File: config.mk
export PLATFORM = sky130hd
export DESIGN_NAME = halfband_interp_decim_filter
export DESIGN_NICKNAME = d
export VERILOG_FILES = /design/src/verilog/halfband_pkg.sv /design/src/verilog/sample_if.sv /design/src/verilog/halfband_core.sv /design/src/verilog/halfband_interp_decim_filter.sv
export SDC_FILE = /design/constraint.sdc
export NUM_CORES = 2
export LEC_CHECK = 0
export BUFFER_PORTS_ARGS = -buffer_cell sky130_fd_sc_hd__buf_2
export CAP_MARGIN = 20
export CORE_MARGIN = 2
export CORE_UTILIZATION = 41
export CTS_CLUSTER_DIAMETER = 150
export CTS_CLUSTER_SIZE = 10
export DETAILED_ROUTE_END_ITERATION = 16
export HOLD_SLACK_MARGIN = 0.12
export PLACE_DENSITY = 0.58
export SKIP_CTS_REPAIR_TIMING = 1
export SYNTH_ARGS = -nofsm -noshare
export SYNTH_HDL_FRONTEND = slang
export SYNTH_HIERARCHICAL = 1
export SYNTH_SLANG_ARGS = --single-unit
File: constraint.sdc
create_clock -name sys_clk -period 36.2 [get_ports sys_clk]
set_input_delay 5.43 -clock sys_clk [delete_from_list [all_inputs] [get_ports sys_clk]]
set_output_delay 5.43 -clock sys_clk [all_outputs]
set_load 0.05 [all_outputs]
File: src/verilog/halfband_pkg.sv
// Constants, coefficients, mode types and decoders for the half-band filter
package halfband_pkg;

    localparam int IN_W       = 12;
    localparam int OUT_W      = 16;
    localparam int ACC_W      = 36;
    localparam int COEF_W     = 16;
    localparam int COEF_FRAC  = 15;
    localparam int HB_TAPS    = 39;
    localparam int HB_MID     = 19;
    localparam int HB_SIDE    = 10;
    localparam int HB_LINE    = 2 * HB_TAPS - 1;
    localparam int OUT_SHIFT  = COEF_FRAC + IN_W - OUT_W;
    localparam int XS_SHIFT   = 4;

    // Group delay figures in clock cycles
    localparam int LAT_FIRST  = 15;
    localparam int LAT_PEAK   = 34;
    localparam int LAT_LAST   = 53;
    localparam int FIXED_STG  = 6;
    localparam int PAD_STG    = LAT_FIRST - FIXED_STG;
    localparam int DBL_STG    = LAT_PEAK;

    // Sixteen bits wraps to zero in four bits
    localparam logic [3:0] FULL_BITS = 4'(OUT_W);
    localparam logic [3:0] EXT_BITS  = 4'hc;

    // Plain default coefficients, odd offsets from the centre
    localparam logic signed [COEF_W-1:0] HB_CENTER = 16'sh4000;
    localparam logic signed [COEF_W-1:0] HB_COEF [HB_SIDE] = '{
        16'sh288c, -16'sh0d84, 16'sh081c, -16'sh05cb, 16'sh0481,
        -16'sh03af, 16'sh031e, -16'sh02b4, 16'sh0262, -16'sh0222
    };

    // AXI4-Lite map
    localparam int AXI_ADDR_W = 4;
    localparam logic [AXI_ADDR_W-1:0] CTRL_OFF   = 4'h0;
    localparam logic [AXI_ADDR_W-1:0] STATUS_OFF = 4'h4;
    localparam int CTRL_SYNC_BIT = 0;
    localparam int CTRL_CLR_BIT  = 1;
    localparam logic [1:0] RESP_OKAY   = 2'h0;
    localparam logic [1:0] RESP_SLVERR = 2'h2;

    typedef struct packed {
        logic interp;
        logic gain0;
        logic lim15;
        logic decim;
        logic two_chan;
        logic dbl;
        logic bypass;
        logic xsinx;
    } mode_t;

    // Effective output bits from the rounding select
    function automatic logic [3:0] out_bits(input logic [2:0] rnd);
        out_bits = (rnd == 3'h7) ? FULL_BITS : 4'h8 + {1'h0, rnd};
    endfunction

    function automatic mode_t decode_mode(input logic int_n, input logic dec,
                                          input logic ext_en, input logic [1:0] ext);
        mode_t m;
        m = '0;
        m.interp = ~int_n;
        m.gain0  = ~int_n & ~dec;
        m.lim15  = ~int_n & dec;
        m.decim  = int_n & ~dec;
        if (ext_en)
        begin
            case (ext)
                2'h1: m.xsinx = 1'h1;
                2'h2:
                begin
                    m.dbl    = ~(int_n & dec);
                    m.bypass = int_n & dec;
                    m.xsinx  = ~int_n & dec;
                    m.gain0  = ~int_n;
                    m.lim15  = 1'h0;
                end
                2'h3:
                begin
                    m.two_chan = ~(int_n & dec);
                    m.bypass   = int_n & dec;
                    m.xsinx    = dec;
                    m.gain0    = ~int_n;
                    m.lim15    = 1'h0;
                end
                default: m.xsinx = 1'h0;
            endcase
        end
        decode_mode = m;
    endfunction

endpackage

File: src/verilog/sample_if.sv
// Carrier between the top-level datapath and the FIR core
`timescale 1ns/100ps
interface sample_if;
    logic signed [halfband_pkg::IN_W-1:0]  x;
    logic                                  two_chan;
    logic                                  bypass;
    logic signed [halfband_pkg::ACC_W-1:0] acc;

    modport core (input x, input two_chan, input bypass, output acc);
    modport feed (output x, output two_chan, output bypass, input acc);
endinterface

File: src/verilog/halfband_core.sv
// Symmetric 39-tap half-band FIR core with two-channel tap stride
`timescale 1ns/100ps
module halfband_core (
    input wire logic sys_clk,
    input wire logic rst_n,
    sample_if.core   sif
);

    localparam int ACC_W = halfband_pkg::ACC_W;

    logic signed [halfband_pkg::IN_W-1:0]  dl_q [halfband_pkg::HB_LINE];
    logic signed [halfband_pkg::ACC_W-1:0] acc_d;
    logic signed [halfband_pkg::ACC_W-1:0] acc_q;

    function automatic logic signed [halfband_pkg::IN_W:0] tap(input int k);
        tap = (halfband_pkg::IN_W+1)'(sif.two_chan ? dl_q[2*k] : dl_q[k]);
    endfunction

    always_ff @(posedge sys_clk or negedge rst_n)
    begin
        if (!rst_n)
        begin
            for (int i = 0; i < halfband_pkg::HB_LINE; i++)
                dl_q[i] <= '0;
        end
        else
        begin
            dl_q[0] <= sif.x;
            for (int i = 1; i < halfband_pkg::HB_LINE; i++)
                dl_q[i] <= dl_q[i-1];
        end
    end

    always_comb
    begin
        int o;
        o = 0;
        acc_d = ACC_W'(tap(halfband_pkg::HB_MID)) * halfband_pkg::HB_CENTER;
        for (int k = 0; k < halfband_pkg::HB_SIDE; k++)
        begin
            o = 2 * k + 1;
            acc_d = acc_d + ACC_W'(tap(halfband_pkg::HB_MID - o) + tap(halfband_pkg::HB_MID + o))
                          * halfband_pkg::HB_COEF[k];
        end
        if (sif.bypass)
            acc_d = ACC_W'(tap(halfband_pkg::HB_MID)) <<< halfband_pkg::COEF_FRAC;
    end

    always_ff @(posedge sys_clk or negedge rst_n)
    begin
        if (!rst_n)
            acc_q <= '0;
        else
            acc_q <= acc_d;
    end

    assign sif.acc = acc_q;

endmodule // halfband_core

File: src/verilog/halfband_interp_decim_filter.sv
// Half-band interpolating and decimating filter top with AXI4-Lite status
`timescale 1ns/100ps
module halfband_interp_decim_filter (
    input  wire logic                                 sys_clk,
    input  wire logic                                 rst_n,
    input  wire logic [halfband_pkg::IN_W-1:0]        sample_in,
    input  wire logic                                 sync,
    input  wire logic                                 interp_select_n,
    input  wire logic                                 decim_select,
    input  wire logic [2:0]                           round_position,
    input  wire logic                                 output_format_select,
    input  wire logic                                 out_enable_n,
    output logic [11:0]                               result_upper_bits,
    output logic                                      result_upper_oe,
    input  wire logic [3:0]                           result_low_dual_bits_in,
    output logic [3:0]                                result_low_dual_bits_out,
    output logic [3:0]                                result_low_dual_bits_oe,
    input  wire logic [halfband_pkg::AXI_ADDR_W-1:0]  s_axi_awaddr,
    input  wire logic                                 s_axi_awvalid,
    output logic                                      s_axi_awready,
    input  wire logic [31:0]                          s_axi_wdata,
    input  wire logic [3:0]                           s_axi_wstrb,
    input  wire logic                                 s_axi_wvalid,
    output logic                                      s_axi_wready,
    output logic [1:0]                                s_axi_bresp,
    output logic                                      s_axi_bvalid,
    input  wire logic                                 s_axi_bready,
    input  wire logic [halfband_pkg::AXI_ADDR_W-1:0]  s_axi_araddr,
    input  wire logic                                 s_axi_arvalid,
    output logic                                      s_axi_arready,
    output logic [31:0]                               s_axi_rdata,
    output logic [1:0]                                s_axi_rresp,
    output logic                                      s_axi_rvalid,
    input  wire logic                                 s_axi_rready
);

    localparam int ACC_W = halfband_pkg::ACC_W;
    localparam int OUT_W = halfband_pkg::OUT_W;

    sample_if sif ();

    logic [3:0]                   bits;
    logic                         ext_valid;
    logic [1:0]                   extended_mode_bits;
    logic                         extended_ctrl_enable;
    logic                         input_signed_select;
    halfband_pkg::mode_t          mode;
    logic                         sync_eff;
    logic                         soft_sync_q;
    logic [1:0]                   phase_q;
    logic                         load_phase;
    logic                         accept;
    logic                         out_load;
    logic signed [11:0]           x_q;
    logic signed [ACC_W-1:0]      pad_q [halfband_pkg::PAD_STG];
    logic signed [ACC_W-1:0]      s0_q;
    logic signed [ACC_W-1:0]      s1_q;
    logic signed [ACC_W-1:0]      xs_d;
    logic signed [ACC_W-1:0]      xs_q;
    logic signed [ACC_W-1:0]      rnd_sum;
    logic signed [ACC_W-1:0]      scaled;
    logic signed [ACC_W-1:0]      lim_hi;
    logic signed [ACC_W-1:0]      lim_lo;
    logic [OUT_W-1:0]             rnd_d;
    logic [OUT_W-1:0]             rnd_q;
    logic                         clip;
    logic [OUT_W-1:0]             dbl_q [halfband_pkg::DBL_STG];
    logic [OUT_W-1:0]             out_src;
    logic [OUT_W-1:0]             out_q;
    logic [4:0]                   shift_amt;
    logic [3:0]                   drop;
    logic                         sat_flag_q;
    logic                         aw_hold_q;
    logic                         w_hold_q;
    logic [halfband_pkg::AXI_ADDR_W-1:0] awaddr_q;
    logic [31:0]                  wdata_q;
    logic                         wstrb0_q;
    logic                         do_write;
    logic                         ctrl_write;
    logic                         bvalid_q;
    logic [1:0]                   bresp_q;
    logic                         rvalid_q;
    logic [31:0]                  rdata_q;
    logic [1:0]                   rresp_q;
    logic [31:0]                  status_word;

    // Mode pins and supplementary control lines
    assign bits                 = halfband_pkg::out_bits(round_position);
    assign extended_ctrl_enable = round_position[2];
    assign ext_valid            = extended_ctrl_enable && (bits != halfband_pkg::FULL_BITS)
                                && (bits <= halfband_pkg::EXT_BITS);
    assign extended_mode_bits   = ext_valid ? result_low_dual_bits_in[3:2] : 2'h0;
    assign input_signed_select  = (bits == halfband_pkg::FULL_BITS) ? 1'h1
                                : result_low_dual_bits_in[0];
    assign mode = halfband_pkg::decode_mode(interp_select_n, decim_select,
                                            ext_valid, extended_mode_bits);

    // Phase tracking for zero stuffing and output hold
    assign sync_eff   = sync | soft_sync_q;
    assign load_phase = mode.two_chan ? phase_q[1] : phase_q[0];
    assign accept     = !mode.interp || (!sync_eff && !load_phase);
    assign out_load   = !mode.decim || (!sync_eff && load_phase);

    always_ff @(posedge sys_clk or negedge rst_n)
    begin
        if (!rst_n)
            phase_q <= 2'h0;
        else if (sync_eff)
            phase_q <= 2'h0;
        else
            phase_q <= phase_q + 2'h1;
    end

    // Input register with zero insertion
    always_ff @(posedge sys_clk or negedge rst_n)
    begin
        if (!rst_n)
            x_q <= '0;
        else if (accept)
            x_q <= {sample_in[11] ^ ~input_signed_select, sample_in[10:0]};
        else
            x_q <= '0;
    end

    assign sif.x        = x_q;
    assign sif.two_chan = mode.two_chan;
    assign sif.bypass   = mode.bypass;

    halfband_core u_core (
        .sys_clk (sys_clk),
        .rst_n   (rst_n),
        .sif     (sif.core)
    );

    // Alignment pipeline to the first-response latency
    always_ff @(posedge sys_clk or negedge rst_n)
    begin
        if (!rst_n)
        begin
            for (int i = 0; i < halfband_pkg::PAD_STG; i++)
                pad_q[i] <= '0;
        end
        else
        begin
            pad_q[0] <= sif.acc;
            for (int i = 1; i < halfband_pkg::PAD_STG; i++)
                pad_q[i] <= pad_q[i-1];
        end
    end

    // Three-tap sinc compensation, centre tap path when disabled
    always_comb
    begin
        xs_d = s0_q;
        if (mode.xsinx)
            xs_d = s0_q + (((s0_q <<< 1) - pad_q[halfband_pkg::PAD_STG-1] - s1_q)
                           >>> halfband_pkg::XS_SHIFT);
    end

    always_ff @(posedge sys_clk or negedge rst_n)
    begin
        if (!rst_n)
        begin
            s0_q <= '0;
            s1_q <= '0;
            xs_q <= '0;
        end
        else
        begin
            s0_q <= pad_q[halfband_pkg::PAD_STG-1];
            s1_q <= s0_q;
            xs_q <= xs_d;
        end
    end

    // Rounding and limiting
    always_comb
    begin
        shift_amt = 5'(halfband_pkg::OUT_SHIFT) - {4'h0, mode.gain0};
        drop      = halfband_pkg::FULL_BITS - bits;
        rnd_sum   = xs_q + (ACC_W'(1) <<< (shift_amt + {1'h0, drop} - 5'h1));
        scaled    = rnd_sum >>> shift_amt;
        lim_hi    = mode.lim15 ? ACC_W'(16'sh3fff) : ACC_W'(16'sh7fff);
        lim_lo    = -lim_hi - ACC_W'(1);
        clip      = 1'h0;
        rnd_d     = scaled[OUT_W-1:0];
        if (scaled > lim_hi)
        begin
            rnd_d = lim_hi[OUT_W-1:0];
            clip  = 1'h1;
        end
        else if (scaled < lim_lo)
        begin
            rnd_d = lim_lo[OUT_W-1:0];
            clip  = 1'h1;
        end
        rnd_d = rnd_d & ~((16'h0001 << drop) - 16'h0001);
    end

    always_ff @(posedge sys_clk or negedge rst_n)
    begin
        if (!rst_n)
            rnd_q <= '0;
        else
            rnd_q <= rnd_d;
    end

    // Double-latency delay line
    always_ff @(posedge sys_clk or negedge rst_n)
    begin
        if (!rst_n)
        begin
            for (int i = 0; i < halfband_pkg::DBL_STG; i++)
                dbl_q[i] <= '0;
        end
        else
        begin
            dbl_q[0] <= rnd_q;
            for (int i = 1; i < halfband_pkg::DBL_STG; i++)
                dbl_q[i] <= dbl_q[i-1];
        end
    end

    assign out_src = mode.dbl ? dbl_q[halfband_pkg::DBL_STG-1] : rnd_q;

    // Output register with format select
    always_ff @(posedge sys_clk or negedge rst_n)
    begin
        if (!rst_n)
            out_q <= '0;
        else if (out_load)
        begin
            out_q <= out_src;
            if (!output_format_select)
            begin
                if (mode.lim15)
                    out_q[14] <= ~out_src[14];
                else
                    out_q[15] <= ~out_src[15];
            end
        end
    end

    // Asynchronous bus enable, low lines float when unused
    assign result_upper_bits        = out_q[15:4];
    assign result_low_dual_bits_out = out_q[3:0];
    assign result_upper_oe          = ~out_enable_n;

    genvar g;
    generate
        for (g = 0; g < 4; g++)
        begin : g_low_oe
            assign result_low_dual_bits_oe[g] = ~out_enable_n && (4'(g) >= drop);
        end
    endgenerate

    // Sticky clip flag, set wins over clear
    always_ff @(posedge sys_clk or negedge rst_n)
    begin
        if (!rst_n)
            sat_flag_q <= 1'h0;
        else if (clip)
            sat_flag_q <= 1'h1;
        else if (ctrl_write && wdata_q[halfband_pkg::CTRL_CLR_BIT])
            sat_flag_q <= 1'h0;
    end

    // Software phase strobe, one clock wide
    always_ff @(posedge sys_clk or negedge rst_n)
    begin
        if (!rst_n)
            soft_sync_q <= 1'h0;
        else
            soft_sync_q <= ctrl_write && wdata_q[halfband_pkg::CTRL_SYNC_BIT];
    end

    // AXI4-Lite write channels
    assign s_axi_awready = !aw_hold_q && !bvalid_q;
    assign s_axi_wready  = !w_hold_q && !bvalid_q;
    assign do_write      = aw_hold_q && w_hold_q && !bvalid_q;
    assign ctrl_write    = do_write && (awaddr_q == halfband_pkg::CTRL_OFF) && wstrb0_q;

    always_ff @(posedge sys_clk or negedge rst_n)
    begin
        if (!rst_n)
        begin
            aw_hold_q <= 1'h0;
            awaddr_q  <= '0;
        end
        else if (s_axi_awvalid && s_axi_awready)
        begin
            aw_hold_q <= 1'h1;
            awaddr_q  <= s_axi_awaddr;
        end
        else if (do_write)
            aw_hold_q <= 1'h0;
    end

    always_ff @(posedge sys_clk or negedge rst_n)
    begin
        if (!rst_n)
        begin
            w_hold_q <= 1'h0;
            wdata_q  <= '0;
            wstrb0_q <= 1'h0;
        end
        else if (s_axi_wvalid && s_axi_wready)
        begin
            w_hold_q <= 1'h1;
            wdata_q  <= s_axi_wdata;
            wstrb0_q <= s_axi_wstrb[0];
        end
        else if (do_write)
            w_hold_q <= 1'h0;
    end

    always_ff @(posedge sys_clk or negedge rst_n)
    begin
        if (!rst_n)
        begin
            bvalid_q <= 1'h0;
            bresp_q  <= halfband_pkg::RESP_OKAY;
        end
        else if (do_write)
        begin
            bvalid_q <= 1'h1;
            bresp_q  <= (awaddr_q == halfband_pkg::CTRL_OFF ||
                         awaddr_q == halfband_pkg::STATUS_OFF) ? halfband_pkg::RESP_OKAY
                                                               : halfband_pkg::RESP_SLVERR;
        end
        else if (s_axi_bready)
            bvalid_q <= 1'h0;
    end

    assign s_axi_bvalid = bvalid_q;
    assign s_axi_bresp  = bresp_q;

    // AXI4-Lite read channel
    assign status_word   = {17'h0, sat_flag_q, phase_q, bits, mode};
    assign s_axi_arready = !rvalid_q;

    always_ff @(posedge sys_clk or negedge rst_n)
    begin
        if (!rst_n)
        begin
            rvalid_q <= 1'h0;
            rdata_q  <= '0;
            rresp_q  <= halfband_pkg::RESP_OKAY;
        end
        else if (s_axi_arvalid && s_axi_arready)
        begin
            rvalid_q <= 1'h1;
            case (s_axi_araddr)
                halfband_pkg::CTRL_OFF:
                begin
                    rdata_q <= '0;
                    rresp_q <= halfband_pkg::RESP_OKAY;
                end
                halfband_pkg::STATUS_OFF:
                begin
                    rdata_q <= status_word;
                    rresp_q <= halfband_pkg::RESP_OKAY;
                end
                default:
                begin
                    rdata_q <= '0;
                    rresp_q <= halfband_pkg::RESP_SLVERR;
                end
            endcase
        end
        else if (s_axi_rready)
            rvalid_q <= 1'h0;
    end

    assign s_axi_rvalid = rvalid_q;
    assign s_axi_rdata  = rdata_q;
    assign s_axi_rresp  = rresp_q;

endmodule // halfband_interp_decim_filter

Word-level counts from Yosys, hierarchy flattened
Cells that the tools add are included.
- $add $sub $neg: 33
- $mul: 10
- divide/modulo/power cells: 0
- order comparisons: 7
- equal/unequal tests: 6
- shift-type cells: 3
- mux-type cells: 56
- bitwise logic cells: 15
- reductions and logical operators: 40
- operator list (kind ; number):
    36-bit adder ; 10
    13-bit two-way mux ; 20
    13-bit by 13-bit adder with 14-bit output ; 9
    36-bit by 10-bit multiplier with 35-bit output (second input constant) ; 3
    36-bit by 11-bit multiplier with 34-bit output (second input constant) ; 2
    36-bit by 12-bit multiplier with 36-bit output (second input constant) ; 2
    36-bit two-way mux ; 2
    36-bit subtractor ; 2
    16-bit two-way mux ; 3
    27-bit by 36-bit adder with 36-bit output ; 1
    36-bit by 32-bit adder with 36-bit output ; 1
    36-bit by 16-bit > comparator with 1-bit output ; 1
    36-bit < comparator ; 1
    36-bit by 11-bit multiplier with 36-bit output (second input constant) ; 1
    36-bit by 13-bit multiplier with 34-bit output (second input constant) ; 1
    36-bit by 9-bit multiplier with 34-bit output (second input constant) ; 1
    15-bit negation with 36-bit output ; 1
    2-bit by 5-bit <<< shifter with 36-bit output (first input constant) ; 1
    36-bit by 5-bit >>> shifter with 36-bit output ; 1
    36-bit by 2-bit subtractor with 36-bit output (second input constant) ; 1
    15-bit two-way mux ; 2
    1-bit logical AND ; 19
    1-bit two-way mux ; 18
    16-bit bitwise AND ; 1
    31 further kinds ; 66
- flip-flop bits (word level): 2031
- latch bits: 0
- memory bits (writable): 0
- bits in read-only memories: 0
- input port bits: 75
- output and inout bits: 62
- word-level logic and storage cells: 310
- memories: 0

Logic depth before layout (Yosys ltp)
- depth after elaboration: 24
- gate-level depth with buffers: 85
- mapped depth without buffers: 81

Hierarchy
Netlist, hierarchy kept.
- modules (own cells, without submodules) (module ; instances ; cells each ; area each (um2) ; sequential area each (um2)):
    halfband_core ; 1 ; 5901 ; 68858.5 ; 24023.0
    halfband_interp_decim_filter ; 1 ; 2303 ; 34730.8 ; 26300.2

Worst setup path before layout
Ideal clock, no wire load.
- path kind: in2reg
- from: input port round_position[1]
- to: register u_core.acc_q, in the netlist u_core/sif.acc[35]
- setup time: 0.082 ns
- arrival time: 23.356 ns
- data required time: 36.118 ns
- slack: 12.762 ns
- stages: 81
- path buffers: 4
- path through: clkbuf_2 nand3_1 nand2_1 ha_1 inv_1 ha_1 a311oi_1 nand2_1 a21oi_1 nand2_1 inv_1 clkbuf_1 clkbuf_1 clkbuf_1 mux2_2 ha_1 inv_1 fa_1 [45 not listed] inv_1 fa_1 inv_1 fa_1 inv_1 fa_1 inv_1 ha_1 or2_1 a21oi_1 nor2_1 a221o_1 a21oi_1 o21ai_1 a21oi_1 o21ai_1 or3_1 a31oi_1
- RTL lines (what ; line ; RTL):
    from (decl) ; halfband_interp_decim_filter.sv:10 ; input wire logic [2:0] round_position,
    to (signal assigned) ; halfband_core.sv:52 ; acc_q <= '0;
    to (signal assigned) ; halfband_core.sv:54 ; acc_q <= acc_d;
    to (decl) ; halfband_core.sv:13 ; logic signed [halfband_pkg::ACC_W-1:0] acc_q;

==> flow_summary.toml <==
[timing]
relSlewSlack_pct = 17.9
tns_ns = 0
fmax_mhz = 36.9
slew_violations = 0
rsz0062_at_grt = "no"
hold_violations = 0
fin_skew_ns = 0.0865
period_share_pct = 74.9
setup_viol = 0
fin_crit_ns = 27.12
worstMarginPinSlew_ns = 1.22

[finish]
finish.utilization_pct = 45.6
area_delta_synth_final_pct = 10.6
final_area_mm2 = 0.115
final_net_count = 10432
drive_above_1_share_pct = 8.68
fillers = 22452

[worst_hold_path]
min_path_type = "register to register"
worstHoldStart = "dbl_q[457]"

[clock_network]
htreeDepth = 4
clockBufferDepth = 3
clkSinkCount = 2011
root_buffer = "clkbuf_16"
tritoncts = "yes"
cts_buffers = 219
clkLatencyLatePin_ns = 0.88
path_clk_slew_ns = 0.06

[synthesis]
async_flop_share_pct = 100
ys_types = 99
yosysWarnings = 6
synth_edf_count = 0
avgSynthCellArea_um2 = 12.6
synth_seq_area_share_pct = 48.6
syn_area_mm2 = 0.104
ys_top_cells_by_area = "dfrtp_1 (49%), ha_1 (14%), fa_1 (14%)"
synth_seq_cells = 2011
synth.top_cell.area_share_pct = 48.6
syn_inst = 8204
synth_top_area_cell = "dfrtp_1"
synth_ff_type = "dfrtp_1"

[critical_path]
r2r_end = "u_core/sif.acc[35]"
crit_top_cell = "fa_1"
criticalPathCategory = "primary input to register"
rr_startpoint = "u_core/dl_q[720]"
cpPeakStageDelay_ns = 0.75
slowest_stage = "xor2_1"
reg2reg_depth = 67
r2r_setup_slack_ns = 16.67
arrival_ns = 27.88
crit_path_end_kind = "register"
critPathMaxFanout = 74
worst_setup_path_start_kind = "primary input"
critPathLaunch = "round_position[1]"
crit_end = "u_core/sif.acc[35]"
cp.required_ns = 36.96

[floorplan]
start_util_pct = 41.2
die_y_um = 507
num_io_pins = 137
die_w_um = 507
rows = 184
die_area_mm2 = 0.257
core_mm2 = 0.251

[placed_design]
place_hpwl_um = 182000
postPlaceCellArea_mm2 = 0.108
io_buffer_count = 83
gp_congestion = 0.894

[route]
num_vias = 57653
drc = 0
via_per_inst = 4.86
wl_um = 230000
first_iter_violations = 3210
wl_per_cell_um = 19.4
dr.pass1.iters = 7
drt.antenna.violating_nets = 0

[run_status]
status = "finished clean"

[grt]
antenna_found_initial = 6
grt_pass1_wl_um = 364000
grt_overflow_total = 0
grt_max_degree = 200
grt_pass1_vias = 62680
grt_usage_pct = 18.4

[run]
maxCapViolations = 0
metrics by stage:
step | worst slack (ns) | cells | hold slack [ns]
after floorplan | 12.76 | 8225 | 0.331
after global placement | 8.19 | 11617 | 0.331
after detailed placement | 8.22 | 11619 | 0.335
after CTS | 9.06 | 11856 | 0.276
after global routing | 8.01 | 11865 | 0.292
final | 9.08 | 11867 | 0.282
layer usage:
layer	global-route usage, %	vias to the layer above	wire length [um]
met4	4.55	0	5100
met1	25.2	29538	105000
met5	0	-	0
li1	-	26988	-
met2	31.5	843	114000
met3	2.09	284	6620
worst min-delay path by stage:
stage                       end  slack (ns)  cells after the start
3_5_place_dp         dbl_q[124]        0.33                      0
2_1_floorplan          dbl_q[0]        0.33                      0
3_3_place_gp   u_core/dl_q[360]        0.33                      0
5_1_grt              dbl_q[208]        0.29                      0
4_1_cts              dbl_q[471]        0.28                      0
6_report             dbl_q[441]        0.28                      0
registers in the layout, summed over array words and instances (netlist names), 2 cells and up:
register,count
awaddr_q,4
dbl_q,544
out_q,16
pad_q,324
phase_q,2
rnd_q,16
s0_q,36
s1_q,36
s_axi_rdata,15
sif.x,12
u_core/dl_q,924
u_core/sif.acc,36
wdata_q,2
xs_q,35
kinds of logic after synthesis:
kind of cell             synth area share, %
multiplexers                            3.12
AND/OR/NAND/NOR                         4.57
XOR/XNOR                                3.55
flip-flops                              48.6
AO/OA/AOI/OAI                           6.68
buffers and inverters                   5.93
adder cells (fa/ha/maj)                 27.6
other                                0.00362
Yosys cell counts (all sizes together) (18+ instances only):
master,number
buf,34
o31ai,21
a21oi,301
nand3,87
o21ai,211
a31oi,19
o21bai,63
o31a,18
and2,21
and3,34
nand2,253
nor2,278
nor3,76
xor2,126
dfrtp,2011
nand4,29
ha,1146
inv,1500
or3,21
a21boi,18
a21o,133
o21a,57
a211oi,31
mux2,247
o211ai,23
xnor2,291
fa,710
clkbuf,75
nor2b,60
nand2b,61
mux2i,45
final cells by class:
type	count	area, um^2	share of cell area, %
diodes	2	5.00	0.00437
clock buffers	220	5480	4.78
clock inverters	17	453	0.395
inverters	1501	5640	4.92
multi-input cells	4604	47300	41.3
flip-flops and latches	2011	50300	43.9
well taps	3348	4190	3.65
repair buffers	164	1210	1.06
critical path: cells and delay by family:
family	cells	cell delay, ns
AOI/OAI and AO/OA	22	6.06
xor gates and xnor gates	2	0.99
adders and majority gates	24	10.30
buffers and inverters	17	2.26
muxes	1	0.23
and+or+nand+nor	11	2.49
cell usage in the layout, fill, tap and decap left out, drive strengths merged, types with 16 or more instances in the layout:
| master | n |
|---|---|
| nand2b | 61 |
| a21oi | 301 |
| a31oi | 19 |
| and3 | 34 |
| o21a | 57 |
| mux2 | 247 |
| nor2 | 278 |
| dfrtp | 2011 |
| clkbuf | 221 |
| conb | 22 |
| nand4 | 29 |
| fa | 710 |
| o41ai | 16 |
| nand3 | 87 |
| and2 | 21 |
| or2 | 16 |
| a211oi | 31 |
| xor2 | 126 |
| clkinv | 16 |
| nand2 | 253 |
| nor3 | 76 |
| a21o | 133 |
| a21boi | 18 |
| ha | 1146 |
| buf | 162 |
| o21bai | 63 |
| o21ai | 211 |
| or3 | 21 |
| o211ai | 23 |
| nor2b | 60 |
| inv | 1501 |
| o31ai | 21 |
| xnor2 | 291 |
| o31a | 18 |
| mux2i | 45 |
Power is left out: the tool's default activity adds up to more than one toggle a clock period on the data nets, which glitch-free logic cannot reach.
